===== src/logic/touch_cfg_pkg.sv =====
package touch_cfg_pkg;
	// ----------------------------------------
	// Register map
	// ----------------------------------------
	localparam logic [7:0] ADDR_GLOBAL_CONFIG = 8'h20;
	localparam logic [7:0] ADDR_CHANNEL_SAMPLE_ENABLE = 8'h21;
	localparam logic [7:0] ADDR_HOLD_AND_REPEAT_TIMING = 8'h22;
	localparam logic [7:0] ADDR_GLOBAL_CONFIG_SECOND = 8'h44;
	localparam logic [7:0] RST_GLOBAL_CONFIG_REV_B = 8'hA0;
	localparam logic [7:0] RST_GLOBAL_CONFIG_REV_C = 8'h20;
	localparam logic [7:0] RST_CHANNEL_SAMPLE_ENABLE = 8'h07;
	localparam logic [7:0] RST_HOLD_AND_REPEAT_TIMING = 8'hA4;
	localparam logic [7:0] RST_GLOBAL_CONFIG_SECOND = 8'h40;
	localparam logic [7:0] MASK_GLOBAL_CONFIG = 8'hB8;
	localparam logic [7:0] MASK_CHANNEL_SAMPLE_ENABLE = 8'h07;
	localparam logic [7:0] MASK_HOLD_AND_REPEAT_TIMING = 8'hFF;
	localparam logic [7:0] MASK_GLOBAL_CONFIG_SECOND = 8'hFD;
	// ----------------------------------------
	// Field positions
	// ----------------------------------------
	localparam int BIT_STALL_GUARD = 7;
	localparam int BIT_DIGITAL_NOISE_GATE_OFF = 5;
	localparam int BIT_LOWFREQ_NOISE_FILTER_OFF = 4;
	localparam int BIT_LONG_HOLD_RECAL_EN = 3;
	localparam int BIT_LINKED_TRANSITION_INVERT = 7;
	localparam int BIT_IRQ_PIN_POLARITY = 6;
	localparam int BIT_KEEP_SENSOR_POWERED = 5;
	localparam int BIT_POLARITY_MIRROR_UNLINK = 4;
	localparam int BIT_RF_ONLY_NOISE_REPORT = 3;
	localparam int BIT_RF_NOISE_FILTER_OFF = 2;
	localparam int BIT_NO_RELEASE_IRQ = 0;
	localparam int LONG_HOLD_LIMIT_LSB = 4;
	localparam int REPEAT_INTERVAL_LSB = 0;
	localparam int NUM_CH = 3;
	// ----------------------------------------
	// Timing
	// ----------------------------------------
	localparam int CLK_PERIOD_NS = 50;
	localparam int MS_NS = 1000000;
	localparam int MS_TICK_CYCLES_DFLT = MS_NS / CLK_PERIOD_NS;
	localparam int STALL_LOW_MS = 30;
	localparam int STALL_LOW_CYCLES_DFLT = STALL_LOW_MS * MS_TICK_CYCLES_DFLT;
	localparam int IDLE_HIGH_US = 200;
	localparam int IDLE_HIGH_CYCLES = (IDLE_HIGH_US * 1000 + CLK_PERIOD_NS - 1) / CLK_PERIOD_NS;
	localparam int REPEAT_STEP_MS = 35;
	localparam int SAMPLE_CYCLE_MS_DFLT = 70;
	// ----------------------------------------
	// Serial port states
	// ----------------------------------------
	typedef enum logic [4:0] {
		ST_IDLE = 5'h01, ST_RECV = 5'h02, ST_ACK_WAIT = 5'h04, ST_ACK_HOLD = 5'h08, ST_SEND = 5'h10
	} port_state_t;
	// Long hold limit in ms, non-uniform steps
	function automatic logic [13:0] long_hold_ms(input logic [3:0] code);
		case (code)
			4'h0: long_hold_ms = 14'd560;
			4'h1: long_hold_ms = 14'd840;
			4'h2: long_hold_ms = 14'd1120;
			4'h3: long_hold_ms = 14'd1400;
			4'h4: long_hold_ms = 14'd1680;
			4'h5: long_hold_ms = 14'd2240;
			4'h6: long_hold_ms = 14'd2800;
			4'h7: long_hold_ms = 14'd3360;
			4'h8: long_hold_ms = 14'd3920;
			4'h9: long_hold_ms = 14'd4480;
			4'hA: long_hold_ms = 14'd5600;
			4'hB: long_hold_ms = 14'd6720;
			4'hC: long_hold_ms = 14'd7840;
			4'hD: long_hold_ms = 14'd8906;
			4'hE: long_hold_ms = 14'd10080;
			default: long_hold_ms = 14'd11200;
		endcase
	endfunction : long_hold_ms
	// Repeat spacing in ms, linear steps
	function automatic logic [9:0] repeat_ms(input logic [3:0] code);
		repeat_ms = 10'(({6'h00, code} + 10'h001) * 10'(REPEAT_STEP_MS));
	endfunction : repeat_ms
endpackage : touch_cfg_pkg


===== src/logic/regbus_if.sv =====
`timescale 1ns/1ps
// Carrier between the serial port and the register bank
interface regbus_if;
	logic [7:0] addr; // Register pointer
	logic [7:0] wdata; // Write data
	logic wr_stb; // One-cycle write strobe
	logic [7:0] rdata; // Read data at pointer
	logic stall_guard_en; // Enables timeout and idle reset
	logic sda_oe; // Data line pull-down enable
	modport port (output addr, output wdata, output wr_stb, output sda_oe, input rdata, input stall_guard_en);
	modport bank (input addr, input wdata, input wr_stb, input sda_oe, output rdata, output stall_guard_en);
endinterface : regbus_if


===== src/logic/smbus_target_port.sv =====
`timescale 1ns/1ps
module smbus_target_port import touch_cfg_pkg::*; #(
	parameter logic [6:0] DEV_ADDR = 7'h2A, // Arbitrary bus address
	parameter int STALL_LOW_CYCLES = STALL_LOW_CYCLES_DFLT
) (
	input wire logic clk,
	input wire logic rst_n,
	input wire logic scl_pin,
	input wire logic sda_pin,
	regbus_if.port bus
);
	typedef struct packed {
		port_state_t st;
		logic [3:0] bitcnt; // Bits done in byte
		logic [7:0] shreg; // Shift register
		logic [1:0] phase; // 0 address, 1 pointer, 2 data
		logic rw; // Read when set
		logic [7:0] ptr;
		logic scl_s1, scl_s2, scl_d;
		logic sda_s1, sda_s2, sda_d;
		logic sda_oe;
		logic [19:0] low_cnt; // Clock-low time
		logic [11:0] idle_cnt; // Both-high time
		logic wr_stb;
		logic [7:0] wdata;
	} port_t;
	port_t r, n;
	logic scl_rise, scl_fall, start_cond, stop_cond;
	logic [7:0] byte_in;
	// ----------------------------------------
	// Next state
	// ----------------------------------------
	always_comb begin
		n = r;
		n.wr_stb = 1'b0;
		// Two-flop sync; only stage 2 onward is decoded
		n.scl_s1 = scl_pin;
		n.scl_s2 = r.scl_s1;
		n.scl_d = r.scl_s2;
		n.sda_s1 = sda_pin;
		n.sda_s2 = r.sda_s1;
		n.sda_d = r.sda_s2;
		scl_rise = r.scl_s2 & ~r.scl_d;
		scl_fall = ~r.scl_s2 & r.scl_d;
		start_cond = r.scl_s2 & r.scl_d & r.sda_d & ~r.sda_s2;
		stop_cond = r.scl_s2 & r.scl_d & ~r.sda_d & r.sda_s2;
		byte_in = {r.shreg[6:0], r.sda_s2};
		// Guard counters stay at zero when disabled
		if (bus.stall_guard_en && !r.scl_s2) begin
			n.low_cnt = (r.low_cnt == 20'hFFFFF) ? r.low_cnt : r.low_cnt + 20'h00001;
		end else begin
			n.low_cnt = 20'h00000;
		end
		if (bus.stall_guard_en && r.scl_s2 && r.sda_s2 && r.st != ST_IDLE) begin
			n.idle_cnt = (r.idle_cnt == 12'hFFF) ? r.idle_cnt : r.idle_cnt + 12'h001;
		end else begin
			n.idle_cnt = 12'h000;
		end
		case (r.st)
			ST_RECV: begin
				if (scl_rise) begin
					n.shreg = byte_in;
					n.bitcnt = r.bitcnt + 4'h1;
					if (r.bitcnt == 4'h7) begin
						n.st = ST_ACK_WAIT;
						if (r.phase == 2'd0) begin
							// Foreign address: drop out silently
							n.rw = byte_in[0];
							n.phase = byte_in[0] ? 2'd2 : 2'd1;
							if (byte_in[7:1] != DEV_ADDR) n.st = ST_IDLE;
						end else if (r.phase == 2'd1) begin
							n.ptr = byte_in;
							n.phase = 2'd2;
						end else begin
							n.wdata = byte_in;
							n.wr_stb = 1'b1;
						end
					end
				end
			end
			ST_ACK_WAIT: begin
				if (scl_fall) begin
					n.sda_oe = 1'b1;
					n.st = ST_ACK_HOLD;
				end
			end
			ST_ACK_HOLD: begin
				// Also entered after a master ack on reads
				if (scl_fall) begin
					n.bitcnt = 4'h0;
					if (r.rw) begin
						n.shreg = bus.rdata;
						n.sda_oe = ~bus.rdata[7];
						n.st = ST_SEND;
					end else begin
						n.sda_oe = 1'b0;
						n.st = ST_RECV;
					end
				end
			end
			ST_SEND: begin
				if (r.bitcnt == 4'h8) begin
					// Master ack bit: nack ends the read
					if (scl_rise) n.st = r.sda_s2 ? ST_IDLE : ST_ACK_HOLD;
				end else if (scl_fall) begin
					n.bitcnt = r.bitcnt + 4'h1;
					n.shreg = {r.shreg[6:0], 1'b0};
					n.sda_oe = (r.bitcnt == 4'h7) ? 1'b0 : ~r.shreg[6];
				end
			end
			ST_IDLE: n.sda_oe = 1'b0;
			default: n.st = ST_IDLE;
		endcase
		if (start_cond) begin
			n.st = ST_RECV;
			n.bitcnt = 4'h0;
			n.phase = 2'd0;
			n.sda_oe = 1'b0;
		end
		if (stop_cond) begin
			n.st = ST_IDLE;
			n.sda_oe = 1'b0;
		end
		// Abort on stuck clock, reset on idle bus
		if (r.low_cnt >= 20'(STALL_LOW_CYCLES) || r.idle_cnt >= 12'(IDLE_HIGH_CYCLES)) begin
			n.st = ST_IDLE;
			n.sda_oe = 1'b0;
			n.low_cnt = 20'h00000;
			n.idle_cnt = 12'h000;
		end
	end
	// ----------------------------------------
	// State register
	// ----------------------------------------
	always_ff @(posedge clk or negedge rst_n) begin
		if (!rst_n) begin
			r <= '{st: ST_IDLE, scl_s1: 1'b1, scl_s2: 1'b1, scl_d: 1'b1,
				sda_s1: 1'b1, sda_s2: 1'b1, sda_d: 1'b1, default: '0};
		end else begin
			r <= n;
		end
	end
	assign bus.addr = r.ptr;
	assign bus.wdata = r.wdata;
	assign bus.wr_stb = r.wr_stb;
	assign bus.sda_oe = r.sda_oe;
endmodule : smbus_target_port


===== src/logic/touch_sensor_global_config.sv =====
`timescale 1ns/1ps
// Notes on behaviour
// - Guard off: no stall timeout, no idle reset
// - Guard on: 30ms clock-low abort, 200us idle reset
// - Guard reset value follows silicon revision
// - Digital gate on: noise-band deltas skip recal
// - Digital gate off: all unblocked sub-touch deltas recalibrate
// - Low-frequency noise zeroes delta unless filter off
// - Long hold on: recalibrate after limit
// - Long hold limit from fixed sixteen-entry table
// - Repeat spacing is code plus one times 35ms
// - Invert flips linked touch, else min equals max
// - Irq pin push-pull high or open-drain low
// - Front end sleeps unless kept powered
// - Polarity writes copy into mirror unless unlinked
// - Status shows RF only, or RF and LF
// - RF noise zeroes delta unless filter off
// - Release interrupts unless no-release bit set
// - Enable bits select channels; all on at reset
// - Cycle length ignores enabled count
// - Noise flags follow each sample, not sticky
module touch_sensor_global_config import touch_cfg_pkg::*; #(
	parameter logic [6:0] DEV_ADDR = 7'h2A, // Arbitrary bus address
	parameter bit SILICON_REV_B = 1'b0, // Older silicon when set
	parameter int MS_TICK_CYCLES = MS_TICK_CYCLES_DFLT,
	parameter int STALL_LOW_CYCLES = STALL_LOW_CYCLES_DFLT,
	parameter int SAMPLE_CYCLE_MS = SAMPLE_CYCLE_MS_DFLT
) (
	input wire logic CLK_SYS,
	input wire logic RESET_N,
	input wire logic SCL_IN,
	input wire logic SDA_IN,
	output logic SDA_OUT,
	output logic SDA_OE,
	input wire logic DELTA_IN_VALID,
	input wire logic [1:0] DELTA_IN_CH,
	input wire logic [7:0] DELTA_IN,
	input wire logic LF_NOISE_IN,
	input wire logic RF_NOISE_IN,
	input wire logic [6:0] TOUCH_THRESH,
	input wire logic [6:0] NOISE_THRESH,
	input wire logic [2:0] AUTO_REPEAT_EN,
	input wire logic CONV_DONE,
	input wire logic IRQ_CLEAR,
	input wire logic LED_POL_WR,
	input wire logic [2:0] LED_POL_DATA,
	input wire logic LED_MIR_WR,
	input wire logic [2:0] LED_MIR_DATA,
	output logic [7:0] DELTA_OUT,
	output logic DELTA_OUT_VALID,
	output logic [1:0] DELTA_OUT_CH,
	output logic RECAL_SAMPLE,
	output logic [2:0] RECAL_RESTART,
	output logic [2:0] NOISE_STATUS,
	output logic [2:0] TOUCH_STATUS,
	output logic SAMPLE_START,
	output logic [2:0] SCAN_EN,
	output logic FRONTEND_PWR,
	output logic IRQ_OUT,
	output logic IRQ_OE,
	output logic [2:0] LED_TOUCH,
	output logic LINK_MINMAX_EQUAL,
	output logic [2:0] LED_MIRROR
);
	// ----------------------------------------
	// State
	// ----------------------------------------
	typedef struct packed {
		logic [7:0] global_config;
		logic [7:0] channel_sample_enable;
		logic [7:0] hold_and_repeat_timing;
		logic [7:0] global_config_second;
		logic [19:0] ms_div; // Clock cycles into current ms
		logic ms_tick; // One-cycle ms enable
		logic [7:0] cycle_ms; // Ms into sampling cycle
		logic sample_start;
		logic [2:0] scan_en;
		logic frontend_pwr;
		logic [2:0] touch;
		logic [2:0][13:0] hold_ms; // Touch duration
		logic [2:0][9:0] rpt_ms; // Time since last repeat
		logic [2:0] recal_restart;
		logic [2:0] noise;
		logic [7:0] delta_out;
		logic delta_valid;
		logic [1:0] delta_ch;
		logic recal_sample;
		logic irq_pend; // Pending interrupt level
		logic irq_out;
		logic irq_oe;
		logic [2:0] led_touch;
		logic minmax_eq;
		logic [2:0] mirror;
	} bank_t;
	bank_t r, n;
	regbus_if bus ();
	// Sample decode helpers
	logic [1:0] ch; // Channel of incoming sample
	logic ch_ok; // Sample on a sampled channel
	logic blocked; // Sample killed by noise filter
	logic [7:0] gated; // Delta after noise filters
	logic new_touch; // Above touch threshold
	logic noise_band; // Above noise threshold
	logic irq_event; // Any interrupt source this cycle
	// Field views
	logic guard_en, dig_gate_off, lf_off, long_hold_en;
	logic link_inv, irq_pol, keep_pwr, mir_unlink, rf_only, rf_off, no_rel;
	logic [3:0] limit_code, rpt_code;
	// ----------------------------------------
	// Serial port
	// ----------------------------------------
	smbus_target_port #(
		.DEV_ADDR(DEV_ADDR),
		.STALL_LOW_CYCLES(STALL_LOW_CYCLES)
	) u_port (
		.clk(CLK_SYS),
		.rst_n(RESET_N),
		.scl_pin(SCL_IN),
		.sda_pin(SDA_IN),
		.bus(bus.port)
	);
	// Read mux; unmapped pointers read zero
	always_comb begin
		case (bus.addr)
			ADDR_GLOBAL_CONFIG: bus.rdata = r.global_config;
			ADDR_CHANNEL_SAMPLE_ENABLE: bus.rdata = r.channel_sample_enable;
			ADDR_HOLD_AND_REPEAT_TIMING: bus.rdata = r.hold_and_repeat_timing;
			ADDR_GLOBAL_CONFIG_SECOND: bus.rdata = r.global_config_second;
			default: bus.rdata = 8'h00;
		endcase
	end
	assign bus.stall_guard_en = guard_en;
	// Named views of the control fields
	assign guard_en = r.global_config[BIT_STALL_GUARD];
	assign dig_gate_off = r.global_config[BIT_DIGITAL_NOISE_GATE_OFF];
	assign lf_off = r.global_config[BIT_LOWFREQ_NOISE_FILTER_OFF];
	assign long_hold_en = r.global_config[BIT_LONG_HOLD_RECAL_EN];
	assign link_inv = r.global_config_second[BIT_LINKED_TRANSITION_INVERT];
	assign irq_pol = r.global_config_second[BIT_IRQ_PIN_POLARITY];
	assign keep_pwr = r.global_config_second[BIT_KEEP_SENSOR_POWERED];
	assign mir_unlink = r.global_config_second[BIT_POLARITY_MIRROR_UNLINK];
	assign rf_only = r.global_config_second[BIT_RF_ONLY_NOISE_REPORT];
	assign rf_off = r.global_config_second[BIT_RF_NOISE_FILTER_OFF];
	assign no_rel = r.global_config_second[BIT_NO_RELEASE_IRQ];
	assign limit_code = r.hold_and_repeat_timing[LONG_HOLD_LIMIT_LSB +: 4];
	assign rpt_code = r.hold_and_repeat_timing[REPEAT_INTERVAL_LSB +: 4];
	// ----------------------------------------
	// Next state
	// ----------------------------------------
	always_comb begin
		n = r;
		n.ms_tick = 1'b0;
		n.sample_start = 1'b0;
		n.recal_restart = 3'h0;
		n.delta_valid = 1'b0;
		n.recal_sample = 1'b0;
		irq_event = 1'b0;
		// Register writes, reserved bits kept at zero
		if (bus.wr_stb) begin
			case (bus.addr)
				ADDR_GLOBAL_CONFIG: n.global_config = bus.wdata & MASK_GLOBAL_CONFIG;
				ADDR_CHANNEL_SAMPLE_ENABLE: n.channel_sample_enable = bus.wdata & MASK_CHANNEL_SAMPLE_ENABLE;
				ADDR_HOLD_AND_REPEAT_TIMING: n.hold_and_repeat_timing = bus.wdata & MASK_HOLD_AND_REPEAT_TIMING;
				ADDR_GLOBAL_CONFIG_SECOND: n.global_config_second = bus.wdata & MASK_GLOBAL_CONFIG_SECOND;
				default: ;
			endcase
		end
		// Millisecond timebase shared by the cycle, hold and repeat timers
		if (r.ms_div >= 20'(MS_TICK_CYCLES - 1)) begin
			n.ms_div = 20'h00000;
			n.ms_tick = 1'b1;
		end else begin
			n.ms_div = r.ms_div + 20'h00001;
		end
		// Fixed-length sampling cycle; the enable mask only gates channels
		if (r.ms_tick) begin
			if (r.cycle_ms >= 8'(SAMPLE_CYCLE_MS - 1)) begin
				n.cycle_ms = 8'h00;
				n.sample_start = 1'b1;
				n.scan_en = r.channel_sample_enable[2:0];
				n.frontend_pwr = 1'b1;
			end else begin
				n.cycle_ms = r.cycle_ms + 8'h01;
			end
		end
		// Sleep after the last conversion unless held on
		if (CONV_DONE && !n.sample_start) n.frontend_pwr = 1'b0;
		if (keep_pwr) n.frontend_pwr = 1'b1;
		// Incoming sample from the analog block
		ch = DELTA_IN_CH;
		ch_ok = DELTA_IN_VALID && (ch < 2'(NUM_CH)) && r.channel_sample_enable[ch];
		blocked = (LF_NOISE_IN && !lf_off) || (RF_NOISE_IN && !rf_off);
		gated = blocked ? 8'h00 : DELTA_IN;
		new_touch = $signed(gated) > $signed({1'b0, TOUCH_THRESH});
		noise_band = $signed(gated) > $signed({1'b0, NOISE_THRESH});
		if (ch_ok) begin
			n.delta_out = gated;
			n.delta_ch = ch;
			n.delta_valid = 1'b1;
			// Flag tracks this sample only; no latch
			n.noise[ch] = RF_NOISE_IN || (LF_NOISE_IN && !rf_only);
			// Recalibration sees only clean, sub-touch samples
			if (!blocked && !new_touch) begin
				n.recal_sample = dig_gate_off || !noise_band;
			end
			if (new_touch && !r.touch[ch]) begin
				n.touch[ch] = 1'b1;
				n.hold_ms[ch] = 14'h0000;
				n.rpt_ms[ch] = 10'h000;
				irq_event = 1'b1;
			end else if (!new_touch && r.touch[ch]) begin
				n.touch[ch] = 1'b0;
				if (!no_rel) irq_event = 1'b1;
			end
		end
		// Per-channel hold and repeat timers
		for (int i = 0; i < NUM_CH; i++) begin
			if (r.touch[i] && r.ms_tick && !(ch_ok && ch == 2'(i))) begin
				if (r.hold_ms[i] != 14'h3FFF) n.hold_ms[i] = r.hold_ms[i] + 14'h0001;
				// Held past the limit: restart recalibration once per limit
				if (long_hold_en && r.hold_ms[i] >= long_hold_ms(limit_code)) begin
					n.recal_restart[i] = 1'b1;
					n.hold_ms[i] = 14'h0000;
				end
				if (AUTO_REPEAT_EN[i]) begin
					if (r.rpt_ms[i] + 10'h001 >= repeat_ms(rpt_code)) begin
						n.rpt_ms[i] = 10'h000;
						irq_event = 1'b1;
					end else begin
						n.rpt_ms[i] = r.rpt_ms[i] + 10'h001;
					end
				end
			end
		end
		// Pending interrupt; a new event beats a clear
		if (IRQ_CLEAR) n.irq_pend = 1'b0;
		if (irq_event) n.irq_pend = 1'b1;
		// Pin drive: push-pull high or open-drain low
		if (irq_pol) begin
			n.irq_out = 1'b0;
			n.irq_oe = n.irq_pend;
		end else begin
			n.irq_out = n.irq_pend;
			n.irq_oe = 1'b1;
		end
		// Linked LED touch drive
		n.led_touch = n.touch ^ {3{link_inv}};
		n.minmax_eq = !link_inv;
		// Mirror bits; a linked polarity write wins over a direct one
		if (LED_MIR_WR) n.mirror = LED_MIR_DATA;
		if (LED_POL_WR && !mir_unlink) n.mirror = LED_POL_DATA;
	end
	// ----------------------------------------
	// State register
	// ----------------------------------------
	always_ff @(posedge CLK_SYS or negedge RESET_N) begin
		if (!RESET_N) begin
			r <= '0;
			r.global_config <= SILICON_REV_B ? RST_GLOBAL_CONFIG_REV_B : RST_GLOBAL_CONFIG_REV_C;
			r.channel_sample_enable <= RST_CHANNEL_SAMPLE_ENABLE;
			r.hold_and_repeat_timing <= RST_HOLD_AND_REPEAT_TIMING;
			r.global_config_second <= RST_GLOBAL_CONFIG_SECOND;
			r.scan_en <= RST_CHANNEL_SAMPLE_ENABLE[2:0];
			r.minmax_eq <= 1'b1;
		end else begin
			r <= n;
		end
	end
	// ----------------------------------------
	// Outputs, all from flops except the constant SDA_OUT
	// ----------------------------------------
	assign SDA_OUT = 1'b0; // Open drain: only ever pulls low
	assign SDA_OE = bus.sda_oe;
	assign DELTA_OUT = r.delta_out;
	assign DELTA_OUT_VALID = r.delta_valid;
	assign DELTA_OUT_CH = r.delta_ch;
	assign RECAL_SAMPLE = r.recal_sample;
	assign RECAL_RESTART = r.recal_restart;
	assign NOISE_STATUS = r.noise;
	assign TOUCH_STATUS = r.touch;
	assign SAMPLE_START = r.sample_start;
	assign SCAN_EN = r.scan_en;
	assign FRONTEND_PWR = r.frontend_pwr;
	assign IRQ_OUT = r.irq_out;
	assign IRQ_OE = r.irq_oe;
	assign LED_TOUCH = r.led_touch;
	assign LINK_MINMAX_EQUAL = r.minmax_eq;
	assign LED_MIRROR = r.mirror;
endmodule : touch_sensor_global_config

===== config.mk =====
export PLATFORM = sky130hd
export DESIGN_NAME = touch_sensor_global_config
export DESIGN_NICKNAME = d
export VERILOG_FILES = /design/src/logic/touch_cfg_pkg.sv /design/src/logic/regbus_if.sv /design/src/logic/smbus_target_port.sv /design/src/logic/touch_sensor_global_config.sv
export SDC_FILE = /design/constraint.sdc
export NUM_CORES = 1
export LEC_CHECK = 0
export ABC_AREA = 1
export CAP_MARGIN = 20
export CELL_PAD_IN_SITES_DETAIL_PLACEMENT = 1
export CELL_PAD_IN_SITES_GLOBAL_PLACEMENT = 1
export CORE_MARGIN = 4
export CORE_UTILIZATION = 30
export CTS_CLUSTER_DIAMETER = 60
export DETAILED_ROUTE_END_ITERATION = 8
export DONT_BUFFER_PORTS = 1
export PLACE_DENSITY = 0.63
export SYNTH_ARGS = -nofsm -noshare
export SYNTH_HDL_FRONTEND = slang
export SYNTH_HIERARCHICAL = 1
export SYNTH_SLANG_ARGS = --single-unit

===== constraint.sdc =====
create_clock -name CLK_SYS -period 3.35 [get_ports CLK_SYS]
set_input_delay 0.335 -clock CLK_SYS [delete_from_list [all_inputs] [get_ports CLK_SYS]]
set_output_delay 0.335 -clock CLK_SYS [all_outputs]
set_load 0.02 [all_outputs]

==> results.md, run 1 <==
| Stage | Item | Value |
|---|---|---|
| run status | Result of the run | complete, but fails checks |
| run status | Violated checks | negative hold slack, negative setup slack |
| route | Detailed-route DRC error count | 0 |
| route | Number of iterations in the first detailed-routing pass | 5 |
| sta | Final Worst Setup Slack | -0.328 ns |
| placed design | Standard cell area after detailed placement | 16,200 sq um |
| clock network | CTS sink count | 234 |
| floorplanning | Placeable core area | 50,500 sq um |
| critical path | Setup slack, reg-to-reg | -0.33 ns |
| power | Overall power | 9.87 mW |
| sta | RSZ-0062 raised after global routing | yes |
| job | Max-cap violation count | 0 |
| sta | Max Transition Viols Final | 0 |
| critical path | Path depth of the worst reg2reg path | 24 |
| floorplanning | Placement Rows | 82 |
| critical path | Data required time of the worst path | 3.80 ns |
| critical path | Worst Path Max Fanout | 5 |
| route | DR vias/cell | 4.85 |
| layout | Area delta synth->final | 17.6% |
| critical path | Launch point of the worst reg-to-reg path | r[145] |
| placed design | Total of buffers placed on input and output ports | 0 |
| layout | Final net count | 2,191 |
| critical path | Crit path kind | register to register |
| placed design | Final weighted congestion of routability-driven global placement | 0.835 |
| clock network | CTS H-Tree Depth | 2 |
| power | Leakage dissipation | 8.41 nW |
| logic synthesis | Asr flop ratio synth | 1.00 |
| layout | Final Util | 0.359 |
| route | Iteration-0 DRC Markers | 596 |
| sta | Slew @ Worst Pin | 0.688 ns |
| logic synthesis | Top cell type's share of synthesized area | 0.349 |
| sta | Hold slack | -0.507 ns |
| clock network | Clock insertion delay at the later pin of the skew report | 0.54 ns |
| clock network | Root Driver | sky130_fd_sc_hd__clkbuf_16 |
| sta | Max_slew headroom | 0.541 |
| sta | Number of setup violations in the final report | 33 |
| sta | Post-route clock skew | 0.0121 ns |
| global routing | Pin count of the biggest net entering global routing | 235 |
| power | Worst IR drop on VDD | 0.000390 V |
| critical path | Worst reg2reg endpoint | r[47] |
| layout | Share of layout cells above drive strength 1 | 0.165 |
| sta | Time the final worst path needs with I/O delays and setup | 3.68 ns |
| global routing | Global-route wire length before repair | 74.0 mm |
| floorplanning | I/O pins | 81 |
| logic synthesis | Leading cell types by total area after synthesis | sky130_fd_sc_hd__dfrtp_1 (35%), sky130_fd_sc_hd__nand2_1 (11%), sky130_fd_sc_hd__ha_1 (8.9%) |
| route | Final Routed Wirelength | 44.5 mm |
| logic synthesis | Total of flip-flops plus latches after synthesis | 234 |
| global routing | Vias in the first global route | 14,200 |
| route | Antenna Nets Post-Route | 0 |
| critical path | Category of the worst setup path capture point | register |
| clock network | CTS buffer count | 34 |
| clock network | Maximum buffer depth of the clock tree | 3 |
| placed design | Half-perimeter wire length of the detailed placement result | 32.8 mm |
| logic synthesis | Ys flop type | sky130_fd_sc_hd__dfrtp_1 |
| clock network | Hold-fix buffers, CTS | 11 |
| logic synthesis | Synthesized area per cell | 7.72 sq um |
| logic synthesis | Library cell occupying the most area in the post-synthesis netlist | sky130_fd_sc_hd__dfrtp_1 |
| global routing | Total grt overflow | 0 |
| placed design | Worst slack, placed | -0.497 ns |
| logic synthesis | Sequential area share after synthesis | 0.382 |
| clock network | Clk slew on worst S/H paths | 0.06 ns |
| logic synthesis | Yosys cell types | 59 |
| logic synthesis | Post-synthesis cell area | 15,400 sq um |
| logic synthesis | Gate count of the mapped netlist | 1,995 |
| sta | Max Fclk | 0.272 GHz |
| layout | Number of standard cells in the layout, taps in and fillers out | 2,733 |
| floorplanning | Initial core utilization | 0.305 |
| clock network | Clock tree from TritonCTS | done |
| placed design | Number of placed instances with taps included | 2,648 |
| route | Detailed-route wire length per cell | 16.3 um |
| critical path | Worst endpoint data arrival time | 4.13 ns |
| route | Total number of vias | 13,200 |
| floorplanning | Total die area | 55,000 sq um |
| layout | Design area | 18,100 sq um |
| logic synthesis | Count of warnings emitted by yosys | 6 |
| logic synthesis | Cell with the most instances after synthesis | sky130_fd_sc_hd__nand2_1 |
| power | Power per Cell Area | 545 nW/um^2 |
| sta | Crit share post-route | 1.10 |
| floorplanning | Die X | 235 um |
| global routing | GRT Resource Usage Total | 0.165 |
| logic synthesis | Number of enable-type register cells in the synthesized netlist | 0 |
| critical path | Critical path startpoint category | register |
| sta | Fin. Hold Viols | 234 |
| logic synthesis | Most instantiated cells after synthesis | sky130_fd_sc_hd__nand2_1 (469), sky130_fd_sc_hd__inv_1 (253), sky130_fd_sc_hd__dfrtp_1 (215) |
| sta | Final-layout setup total negative slack | -8.65 ns |
| layout | Fill cell total of the finished layout | 6,145 |
| min path | Class of the worst hold path | input pin to async pin |
| global routing | Initial antenna violation count | 2 |
| layout | Count of antenna diodes in the layout | 0 |
| floorplanning | Chip Height | 235 um |
## repair_timing
item | CTS | global route
endpoints found under the setup margin | 33 | 59
cloned | 1 | 0
setup buffers | 7 | 7
resized for setup | 64 | 36
pin swaps | 21 | 30
endpoints found under the hold margin | 241 | 234
## power breakdown
part | leakage (nW) | internal (mW) | total [mW] | switching (mW)
combinational | 4.80 | 0.911 | 2.30 | 1.39
clock | 0.564 | 2.37 | 3.83 | 1.46
sequential | 3.05 | 3.22 | 3.74 | 0.515
total | 8.41 | 6.51 | 9.87 | 3.36
## sequential cells by signal, indices dropped and copies added, names as in the netlist, 2 cells and up
name              flops
u_port/r             46
u_port/byte_in        8
NOISE_STATUS          3
LED_MIRROR            3
limit_code            4
LED_TOUCH             3
r                   111
u_port/bus.wdata      8
DELTA_OUT_CH          2
DELTA_OUT             8
RECAL_RESTART         3
TOUCH_STATUS          3
u_port/bus.addr       8
SCAN_EN               3
u_port/n              3
## placed cells by master (no fill, tap or decap), types with 9 or more instances in the layout
cell	instances
sky130_fd_sc_hd__clkbuf_16	35
sky130_fd_sc_hd__nand4_1	19
sky130_fd_sc_hd__o21ai_0	117
sky130_fd_sc_hd__nor3_1	48
sky130_fd_sc_hd__nor2_2	20
sky130_fd_sc_hd__nand2_4	10
sky130_fd_sc_hd__o31ai_1	9
sky130_fd_sc_hd__dfrtp_1	215
sky130_fd_sc_hd__dfstp_2	19
sky130_fd_sc_hd__xor2_1	42
sky130_fd_sc_hd__nor2_1	146
sky130_fd_sc_hd__inv_2	27
sky130_fd_sc_hd__inv_1	244
sky130_fd_sc_hd__o21ai_1	24
sky130_fd_sc_hd__nand3_2	16
sky130_fd_sc_hd__nor2_4	13
sky130_fd_sc_hd__buf_4	56
sky130_fd_sc_hd__nand2_1	450
sky130_fd_sc_hd__xnor2_1	11
sky130_fd_sc_hd__a21oi_1	62
sky130_fd_sc_hd__ha_1	96
sky130_fd_sc_hd__o21ai_2	20
sky130_fd_sc_hd__nor4_1	14
sky130_fd_sc_hd__ha_4	11
sky130_fd_sc_hd__nand3_1	150
sky130_fd_sc_hd__dlygate4sd3_1	11
sky130_fd_sc_hd__nand2_2	27
## worst max path at each step
stage / from / to / slack, ns / cells after the start
2_1_floorplan: r[147] / r[47] / -0.11 / 25
3_3_place_gp: r[147] / IRQ_OE / -0.39 / 23
3_5_place_dp: r[147] / IRQ_OE / -0.50 / 23
4_1_cts: r[147] / r[47] / -0.29 / 25
5_1_grt: r[147] / r[47] / -0.52 / 26
6_report: r[145] / r[47] / -0.33 / 24
## critical path: stages (launching register included)
cell and delay, ns:
sky130_fd_sc_hd__dfrtp_1 0.44, sky130_fd_sc_hd__ha_4 0.20, sky130_fd_sc_hd__nand2_1 0.07, sky130_fd_sc_hd__nor2_2 0.16, sky130_fd_sc_hd__ha_4 0.23, sky130_fd_sc_hd__ha_4 0.15, sky130_fd_sc_hd__inv_2 0.05, sky130_fd_sc_hd__fa_2 0.47
sky130_fd_sc_hd__buf_6 0.14, sky130_fd_sc_hd__nor2_4 0.09, sky130_fd_sc_hd__nand3_2 0.09, sky130_fd_sc_hd__buf_4 0.15, sky130_fd_sc_hd__nand3_2 0.08, sky130_fd_sc_hd__nand2_2 0.07, sky130_fd_sc_hd__ha_4 0.22, sky130_fd_sc_hd__nand2_2 0.07
sky130_fd_sc_hd__inv_2 0.04, sky130_fd_sc_hd__nand4_1 0.08, sky130_fd_sc_hd__nand2_1 0.08, sky130_fd_sc_hd__a21oi_2 0.11, sky130_fd_sc_hd__nand2_1 0.07, sky130_fd_sc_hd__nand2_2 0.08, sky130_fd_sc_hd__nand2_4 0.08, sky130_fd_sc_hd__buf_12 0.15
sky130_fd_sc_hd__o31ai_4 0.19
## metal layers
| metal | GRT usage | part of all wire | vias up |
|---|---|---|---|
| li1 | - | - | 6554 |
| met1 | 0.217 | 0.47 | 6473 |
| met2 | 0.280 | 0.47 | 144 |
| met3 | 0.0258 | 0.033 | 73 |
| met4 | 0.0546 | 0.031 | 0 |
| met5 | 0 | 0 | - |
## kinds of logic (layout without fill, tap and decap cells)
group | count (synthesis) | after routing | share of synthesized area
buffers and inverters | 353 | 414 | 0.102
other | 1 | 6 | 0.000244
adder cells (fa/ha/maj) | 110 | 110 | 0.0899
AO/OA/AOI/OAI | 287 | 287 | 0.105
flip-flops | 234 | 234 | 0.382
XOR/XNOR | 57 | 57 | 0.0324
AND/OR/NAND/NOR | 953 | 953 | 0.288
## cell type report
| cell class | count | area [sq um] | share of cell area |
|---|---|---|---|
| Tap cell | 672 | 841 | 0.0464 |
| Timing Repair Buffer | 74 | 638 | 0.0352 |
| Clock inverter | 20 | 255 | 0.0141 |
| Multi-Input combinational cell | 1413 | 8510 | 0.470 |
| Sequential cell | 234 | 5880 | 0.325 |
| Inverter | 280 | 1060 | 0.0587 |
| Clock buffer | 40 | 925 | 0.0511 |
Power figures use the tool's default switching activity.
==> run 2, diff against run 1 <==
--- a/config.mk
+++ b/config.mk
@@ -9,11 +9,13 @@
 export CAP_MARGIN = 20
 export CELL_PAD_IN_SITES_DETAIL_PLACEMENT = 1
 export CELL_PAD_IN_SITES_GLOBAL_PLACEMENT = 1
+export CORE_ASPECT_RATIO = 0.6
 export CORE_MARGIN = 4
 export CORE_UTILIZATION = 30
 export CTS_CLUSTER_DIAMETER = 60
 export DETAILED_ROUTE_END_ITERATION = 8
 export DONT_BUFFER_PORTS = 1
+export GPL_TIMING_DRIVEN = 0
 export PLACE_DENSITY = 0.63
 export SYNTH_ARGS = -nofsm -noshare
 export SYNTH_HDL_FRONTEND = slang
==> run 2 against run 1 <==
- the run still ends with negative hold slack, negative setup slack left
- clock power down 14%
- routed wire length rose by 6.9%
- global-route usage increased by 0.69 points
- final area up 2.1%
- core utilization grew 1.1 points
- hold slack worse by 0.053 ns
- final cell count grew 2.0%
- power down 3.9%
- worst setup slack lost 0.19 ns
- sequential share of layout area down 0.65 points
- largest power group is now sequential cells
==> results.md, run 2 (synthesized netlist as in run 1, its figures left out) <==
| Stage | Item | Value |
|---|---|---|
| run status | Result of the run | complete, but fails checks |
| run status | Violated checks | negative hold slack, negative setup slack |
| sta | Final Worst Setup Slack | -0.521 ns |
| critical path | Delay of the slowest cell on the worst path | 0.59 ns |
| sta | Time the final worst path needs with I/O delays and setup | 3.87 ns |
| route | Detailed-route wire length per cell | 17.1 um |
| floorplanning | Initial core utilization | 0.308 |
| placed design | Final weighted congestion of routability-driven global placement | 0.826 |
| critical path | Worst endpoint data arrival time | 4.35 ns |
| route | Iteration-0 DRC Markers | 787 |
| floorplanning | Die X | 300 um |
| global routing | Pin count of the biggest net entering global routing | 235 |
| sta | Final-layout setup total negative slack | -14.34 ns |
| layout | Final net count | 2,237 |
| layout | Area delta synth->final | 20.0% |
| route | DR vias/cell | 4.86 |
| sta | Post-route clock skew | 0.0255 ns |
| global routing | Total grt overflow | 0 |
| clock network | CTS H-Tree Depth | 1 |
| power | Power per Cell Area | 513 nW/um^2 |
| layout | Count of antenna diodes in the layout | 0 |
| critical path | Worst Path Max Fanout | 6 |
| power | Worst IR drop on VDD | 0.000373 V |
| clock network | Maximum buffer depth of the clock tree | 3 |
| power | Leakage dissipation | 8.58 nW |
| min path | Class of the worst hold path | input pin to async pin |
| critical path | Crit path kind | register to register |
| sta | Hold slack | -0.560 ns |
| layout | Fill cell total of the finished layout | 6,039 |
| critical path | Worst path top cell family by delay | adder cells |
| clock network | Clk slew on worst S/H paths | 0.07 ns |
| clock network | Hold-fix buffers, CTS | 23 |
| critical path | Data required time of the worst path | 3.83 ns |
| layout | Flip-flop count of the largest register, all copies and words added | 111 |
| critical path | Critical path startpoint category | register |
| clock network | CTS sink count | 234 |
| critical path | Critical path's most frequent cell | sky130_fd_sc_hd__nand2_4 |
| global routing | Global-route wire length before repair | 77.1 mm |
| critical path | Category of the worst setup path capture point | register |
| placed design | Total of buffers placed on input and output ports | 0 |
| floorplanning | I/O pins | 81 |
| route | Number of iterations in the first detailed-routing pass | 5 |
| clock network | Clock tree from TritonCTS | done |
| floorplanning | Placement Rows | 63 |
| route | Antenna Nets Post-Route | 0 |
| critical path | Cell with the largest stage delay on the worst path | sky130_fd_sc_hd__fa_2 |
| placed design | Half-perimeter wire length of the detailed placement result | 35.0 mm |
| route | Total number of vias | 13,600 |
| sta | Max_slew headroom | 0.465 |
| floorplanning | Chip Height | 183 um |
| layout | Leading cell type in the layout, fill and taps excluded | sky130_fd_sc_hd__nand2_1 |
| sta | Max Transition Viols Final | 0 |
| sta | Max Fclk | 0.258 GHz |
| clock network | Root Driver | sky130_fd_sc_hd__clkbuf_16 |
| floorplanning | Placeable core area | 50,100 sq um |
| global routing | Vias in the first global route | 14,100 |
| layout | Register with the highest flop count | r |
| sta | Crit share post-route | 1.16 |
| power | Overall power | 9.48 mW |
| job | Max-cap violation count | 0 |
| global routing | Initial antenna violation count | 0 |
| layout | Most frequent cells in the layout | sky130_fd_sc_hd__nand2_1 (452), sky130_fd_sc_hd__inv_1 (240), sky130_fd_sc_hd__dfrtp_1 (213), sky130_fd_sc_hd__nand3_1 (146), sky130_fd_sc_hd__nor2_1 (145) |
| sta | RSZ-0062 raised after global routing | yes |
| sta | Number of setup violations in the final report | 33 |
| clock network | CTS buffer count | 29 |
| layout | Share of layout cells above drive strength 1 | 0.185 |
| critical path | Critical path buffer and inverter count | 6 |
| clock network | Clock insertion delay at the later pin of the skew report | 0.59 ns |
| global routing | GRT Resource Usage Total | 0.172 |
| layout | Biggest regs | r x111, u_port/r x46 |
| route | Detailed-route DRC error count | 0 |
| sta | Fin. Hold Viols | 234 |
| route | Final Routed Wirelength | 47.6 mm |
| floorplanning | Total die area | 55,100 sq um |
| sta | Slew @ Worst Pin | 0.802 ns |
[run 2: cell type report]
class,count,area (sq um),area share
clock inverters,18,203,0.0110
multi-input cells,1413,8650,0.468
repair inverters,1,8.76,0.000474
well taps,682,853,0.0462
plain buffers,73,551,0.0298
clock buffers,36,802,0.0434
flip-flops and latches,234,5880,0.318
inverters,280,1080,0.0585
repair buffers,51,449,0.0243
[run 2: path summary, 6_finish.rpt]
path | startpoint | end | slack [ns] | cells after the start
hold / removal | RESET_N | DELTA_OUT[4] | -0.56 | 0
hold reg to reg | u_port/n[43] | u_port/byte_in[0] | 0.36 | 0
min in group CLK_SYS | DELTA_IN[5] | DELTA_OUT[5] | 0.05 | 4
setup reg to reg | r[147] | IRQ_OE | -0.52 | 26
setup / recovery | r[147] | IRQ_OE | -0.52 | 26
max in group asynchronous | RESET_N | r[75] | 3.22 | 0
[run 2: metal layers]
layer,track usage,part of all wire,vias to the layer above
met5,0,0,-
met4,0.0269,0.014,0
met3,0.0267,0.039,43
met2,0.255,0.41,167
met1,0.267,0.53,6681
li1,-,-,6665
[run 2: worst reg2reg max path: stages (launching register included)]
cell	delay, ns
sky130_fd_sc_hd__dfstp_2	0.52
sky130_fd_sc_hd__buf_6	0.13
sky130_fd_sc_hd__nand3_4	0.09
sky130_fd_sc_hd__nand2_4	0.07
sky130_fd_sc_hd__nand2_4	0.07
sky130_fd_sc_hd__ha_4	0.28
sky130_fd_sc_hd__ha_4	0.12
sky130_fd_sc_hd__inv_2	0.03
sky130_fd_sc_hd__fa_2	0.59
sky130_fd_sc_hd__buf_6	0.12
sky130_fd_sc_hd__nor2_4	0.03
sky130_fd_sc_hd__nand3_2	0.08
sky130_fd_sc_hd__nand2_2	0.08
sky130_fd_sc_hd__nand2_4	0.11
sky130_fd_sc_hd__inv_4	0.05
sky130_fd_sc_hd__o21ai_4	0.16
sky130_fd_sc_hd__xor2_2	0.21
sky130_fd_sc_hd__buf_6	0.17
sky130_fd_sc_hd__ha_4	0.21
sky130_fd_sc_hd__o21ai_2	0.05
sky130_fd_sc_hd__inv_1	0.05
sky130_fd_sc_hd__nand2_1	0.06
sky130_fd_sc_hd__nand2_2	0.10
sky130_fd_sc_hd__nand2_2	0.09
sky130_fd_sc_hd__nand2_4	0.09
sky130_fd_sc_hd__nor2_4	0.12
sky130_fd_sc_hd__nand2_1	0.06
[run 2: metrics by stage]
stage / utilization / cells / cell area, sq um / setup slack [ns]
after floorplan: - / 2000 / 15500 / -0.113
after global placement: 0.328 / 2682 / 16400 / -1.06
after detailed placement: 0.328 / 2682 / 16400 / -1.17
after CTS: 0.363 / 2778 / 18200 / -0.435
after global routing: 0.369 / 2788 / 18500 / -0.680
final: 0.369 / 2788 / 18500 / -0.521
[run 2: power by group]
group / internal (mW) / leakage (nW) / switching (mW)
clock: 1.89 / 0.487 / 1.41
sequential: 3.22 / 3.04 / 0.520
combinational: 0.952 / 5.06 / 1.49
total: 6.07 / 8.58 / 3.42
[run 2: repair_timing]
item                                    4_1_cts  5_1_grt
pin swaps                                    21       32
endpoints found under the hold margin       256      234
buffers inserted                             16       10
cloned                                        3        0
gates resized for setup                      84       54
endpoints found under the setup margin       66       72
==> run 3, diff against run 2 <==
--- a/config.mk
+++ b/config.mk
@@ -5,7 +5,6 @@
 export SDC_FILE = /design/constraint.sdc
 export NUM_CORES = 1
 export LEC_CHECK = 0
-export ABC_AREA = 1
 export CAP_MARGIN = 20
 export CELL_PAD_IN_SITES_DETAIL_PLACEMENT = 1
 export CELL_PAD_IN_SITES_GLOBAL_PLACEMENT = 1
@@ -16,7 +15,7 @@
 export DETAILED_ROUTE_END_ITERATION = 8
 export DONT_BUFFER_PORTS = 1
 export GPL_TIMING_DRIVEN = 0
-export PLACE_DENSITY = 0.63
+export PLACE_DENSITY = 0.61
 export SYNTH_ARGS = -nofsm -noshare
 export SYNTH_HDL_FRONTEND = slang
 export SYNTH_HIERARCHICAL = 1
==> run 3 against run 2 <==
- the run still ends with negative hold slack, negative setup slack left
- final area is 3.4% lower
- synthesized cell count is 25% lower
- maximum frequency is 7.6% lower
- sequential power is 21% lower
- combinational power is 89% lower
- register-to-register slack worse by 0.32 ns
- clock power hardly changed
- count of clock-buffer cells in the layout is 3 higher
- critical path type unchanged
==> results.md, run 3 <==
| Stage | Item | Value |
|---|---|---|
| run status | Result of the run | complete, but fails checks |
| run status | Violated checks | negative hold slack, negative setup slack |
| min path | Class of the worst hold path | input pin to async pin |
| clock network | Maximum buffer depth of the clock tree | 3 |
| critical path | Worst reg2reg endpoint | IRQ_OE |
| route | Detailed-route DRC error count | 0 |
| clock network | Clock tree from TritonCTS | done |
| global routing | Pin count of the biggest net entering global routing | 235 |
| critical path | Worst endpoint data arrival time | 4.64 ns |
| sta | Max Transition Viols Final | 0 |
| logic synthesis | Library cell occupying the most area in the post-synthesis netlist | sky130_fd_sc_hd__dfrtp_1 |
| sta | Final-layout setup total negative slack | -22.32 ns |
| critical path | Setup slack, reg-to-reg | -0.84 ns |
| clock network | Hold-fix buffers, CTS | 13 |
| critical path | Path depth of the worst reg2reg path | 22 |
| logic synthesis | Gate count of the mapped netlist | 1,506 |
| critical path | Crit path kind | register to register |
| route | Antenna Nets Post-Route | 0 |
| placed design | Total of buffers placed on input and output ports | 0 |
| route | Number of iterations in the first detailed-routing pass | 6 |
| clock network | Root Driver | sky130_fd_sc_hd__clkbuf_16 |
| clock network | CTS buffer count | 30 |
| route | Iteration-0 DRC Markers | 861 |
| placed design | Final weighted congestion of routability-driven global placement | 0.811 |
| route | Detailed-route wire length per cell | 19.7 um |
| floorplanning | Placeable core area | 47,800 sq um |
| power | Worst IR drop on VDD | 0.000362 V |
| logic synthesis | Count of warnings emitted by yosys | 6 |
| power | Overall power | 6.57 mW |
| global routing | Vias in the first global route | 12,100 |
| sta | Number of setup violations in the final report | 35 |
| layout | Share of layout cells above drive strength 1 | 0.245 |
| layout | Flip-flop count of the largest register, all copies and words added | 111 |
| sta | Max Fclk | 0.239 GHz |
| global routing | Total grt overflow | 0 |
| sta | Max_slew headroom | 0.485 |
| floorplanning | Placement Rows | 62 |
| job | Max-cap violation count | 0 |
| critical path | Critical path startpoint category | register |
| floorplanning | Total die area | 52,100 sq um |
| layout | Register with the highest flop count | r |
| floorplanning | Initial core utilization | 0.304 |
| logic synthesis | Asr flop ratio synth | 1.00 |
| sta | Crit share post-route | 1.25 |
| logic synthesis | Synthesized area per cell | 9.63 sq um |
| logic synthesis | Leading cell types by total area after synthesis | sky130_fd_sc_hd__dfrtp_1 (37%), sky130_fd_sc_hd__ha_1 (9.4%), sky130_fd_sc_hd__mux2_2 (4.0%) |
| sta | Fin. Hold Viols | 234 |
| logic synthesis | Number of enable-type register cells in the synthesized netlist | 0 |
| global routing | Initial antenna violation count | 3 |
| route | DR vias/cell | 5.24 |
| sta | Post-route clock skew | 0.0131 ns |
| logic synthesis | Post-synthesis cell area | 14,500 sq um |
| logic synthesis | Yosys cell types | 98 |
| critical path | Worst Path Max Fanout | 5 |
| floorplanning | Chip Height | 178 um |
| clock network | Clock insertion delay at the later pin of the skew report | 0.57 ns |
| layout | Final net count | 1,765 |
| sta | Final Worst Setup Slack | -0.840 ns |
| logic synthesis | Sequential area share after synthesis | 0.405 |
| placed design | Half-perimeter wire length of the detailed placement result | 31.6 mm |
| critical path | Data required time of the worst path | 3.80 ns |
| sta | Slew @ Worst Pin | 0.765 ns |
| power | Power per Cell Area | 368 nW/um^2 |
| global routing | GRT Resource Usage Total | 0.168 |
| sta | Hold slack | -0.520 ns |
| layout | Leading cell type in the layout, fill and taps excluded | sky130_fd_sc_hd__dfrtp_1 |
| power | Leakage dissipation | 7.91 nW |
| logic synthesis | Top cell type's share of synthesized area | 0.371 |
| logic synthesis | Cell with the most instances after synthesis | sky130_fd_sc_hd__dfrtp_1 |
| layout | Most frequent cells in the layout | sky130_fd_sc_hd__dfrtp_1 (213), sky130_fd_sc_hd__nand2_1 (124), sky130_fd_sc_hd__nor2_1 (104), sky130_fd_sc_hd__ha_1 (90), sky130_fd_sc_hd__buf_4 (85) |
| route | Final Routed Wirelength | 44.9 mm |
| layout | Area delta synth->final | 23.1% |
| sta | RSZ-0062 raised after global routing | yes |
| global routing | Global-route wire length before repair | 70.8 mm |
| clock network | CTS sink count | 234 |
| sta | Time the final worst path needs with I/O delays and setup | 4.19 ns |
| clock network | Clk slew on worst S/H paths | 0.06 ns |
| floorplanning | I/O pins | 81 |
| floorplanning | Die X | 292 um |
| clock network | CTS H-Tree Depth | 1 |
| route | Total number of vias | 11,900 |
| critical path | Launch point of the worst reg-to-reg path | r[147] |
| logic synthesis | Most instantiated cells after synthesis | sky130_fd_sc_hd__dfrtp_1 (215), sky130_fd_sc_hd__nand2_1 (131), sky130_fd_sc_hd__nor2_1 (112) |
| critical path | Category of the worst setup path capture point | register |
| layout | Biggest regs | r x111, u_port/r x46 |
| logic synthesis | Ys flop type | sky130_fd_sc_hd__dfrtp_1 |
| logic synthesis | Total of flip-flops plus latches after synthesis | 234 |
[run 3: cell count changes in the layout (fill, tap and decap cells not counted), moves of 23 or more]
| cell | change |
|---|---|
| sky130_fd_sc_hd__nor2_1 | -41 |
| sky130_fd_sc_hd__o21ai_0 | -68 |
| sky130_fd_sc_hd__nand2_1 | -328 |
| sky130_fd_sc_hd__nor3_1 | -28 |
| sky130_fd_sc_hd__inv_1 | -171 |
| sky130_fd_sc_hd__nand3_1 | -64 |
| sky130_fd_sc_hd__and3_1 | +29 |
| sky130_fd_sc_hd__inv_2 | -23 |
| sky130_fd_sc_hd__mux2_2 | +52 |
[run 3: where the power goes]
| part | internal (mW) | switching [mW] | leakage [nW] | total, mW |
|---|---|---|---|---|
| Clock | 1.96 | 1.36 | 0.499 | 3.32 |
| Sequential | 2.90 | 0.0750 | 3.10 | 2.97 |
| Combinational | 0.120 | 0.152 | 4.30 | 0.272 |
[run 3: worst max-delay path by stage]
stage,to,start,cells after the start,slack [ns]
global route,IRQ_OE,r[147],22,-1.08
detailed placement,IRQ_OE,r[146],17,-1.29
floorplan,IRQ_OE,r[147],20,-0.53
CTS,IRQ_OE,r[147],20,-0.80
finish,IRQ_OE,r[147],22,-0.84
global placement,IRQ_OE,r[146],17,-1.17
[run 3: layout make-up]
cell class	instances	area [sq um]
diodes	2	5.00
well taps	640	801
plain buffers	79	574
repair buffers	69	653
fillers	5429	29900
clock buffers	39	856
clock inverters	16	163
inverters	77	300
flip-flops and latches	234	5880
multi-input cells	1120	8630
[run 3: per-layer routing]
metal	up-vias	GRT usage	share of wire
li1	5643	-	-
met1	6033	0.264	0.52
met2	200	0.242	0.42
met3	47	0.0255	0.041
met4	0	0.0336	0.018
met5	-	0	0
[run 3: critical path, cell delays in order (launching register included)]
cell	delay (ns)
sky130_fd_sc_hd__dfstp_2	0.52
sky130_fd_sc_hd__buf_6	0.12
sky130_fd_sc_hd__nand3_4	0.09
sky130_fd_sc_hd__xnor2_4	0.22
sky130_fd_sc_hd__ha_2	0.24
sky130_fd_sc_hd__ha_4	0.13
sky130_fd_sc_hd__inv_2	0.03
sky130_fd_sc_hd__fa_2	0.34
sky130_fd_sc_hd__inv_2	0.09
sky130_fd_sc_hd__ha_4	0.15
sky130_fd_sc_hd__nand2b_4	0.06
sky130_fd_sc_hd__o21bai_4	0.18
sky130_fd_sc_hd__and2_4	0.19
sky130_fd_sc_hd__o21ai_4	0.06
sky130_fd_sc_hd__xor2_2	0.17
sky130_fd_sc_hd__ha_2	0.20
sky130_fd_sc_hd__a211oi_2	0.14
sky130_fd_sc_hd__o21ai_1	0.11
sky130_fd_sc_hd__a211oi_2	0.23
sky130_fd_sc_hd__or3_4	0.22
sky130_fd_sc_hd__o221ai_4	0.13
sky130_fd_sc_hd__a221oi_4	0.33
sky130_fd_sc_hd__nand2_1	0.10
[run 3: through the flow]
| step | util | instances | cell area, sq um | hold slack [ns] | setup WS [ns] |
|---|---|---|---|---|---|
| 2_1_floorplan | - | 1511 | 14600 | 0.0394 | -0.530 |
| 4_1_cts | 0.360 | 2247 | 17200 | -0.548 | -0.799 |
| 6_report | 0.374 | 2276 | 17900 | -0.520 | -0.840 |
| 3_5_place_dp | 0.322 | 2151 | 15400 | 0.0637 | -1.29 |
| 5_1_grt | 0.374 | 2276 | 17900 | -0.555 | -1.08 |
| 3_3_place_gp | 0.322 | 2151 | 15400 | 0.0647 | -1.17 |
[run 3: cell families (layout without fill, tap and decap cells)]
family	Yosys count	after routing	share of synthesized area
simple gates	542	542	0.194
mux	63	63	0.0488
compound gates	331	331	0.158
buf+inv	157	280	0.0554
other cells	1	8	0.000258
xor+xnor	68	68	0.0426
fa+ha+maj	110	110	0.0954
flops	234	234	0.405
[run 3: timing repair]
action | CTS | global route
gates cloned | 1 | 2
buffers inserted | 27 | 28
pin swaps | 31 | 47
setup endpoints to repair | 78 | 74
endpoints found under the hold margin | 245 | 234
gates resized for setup | 80 | 110
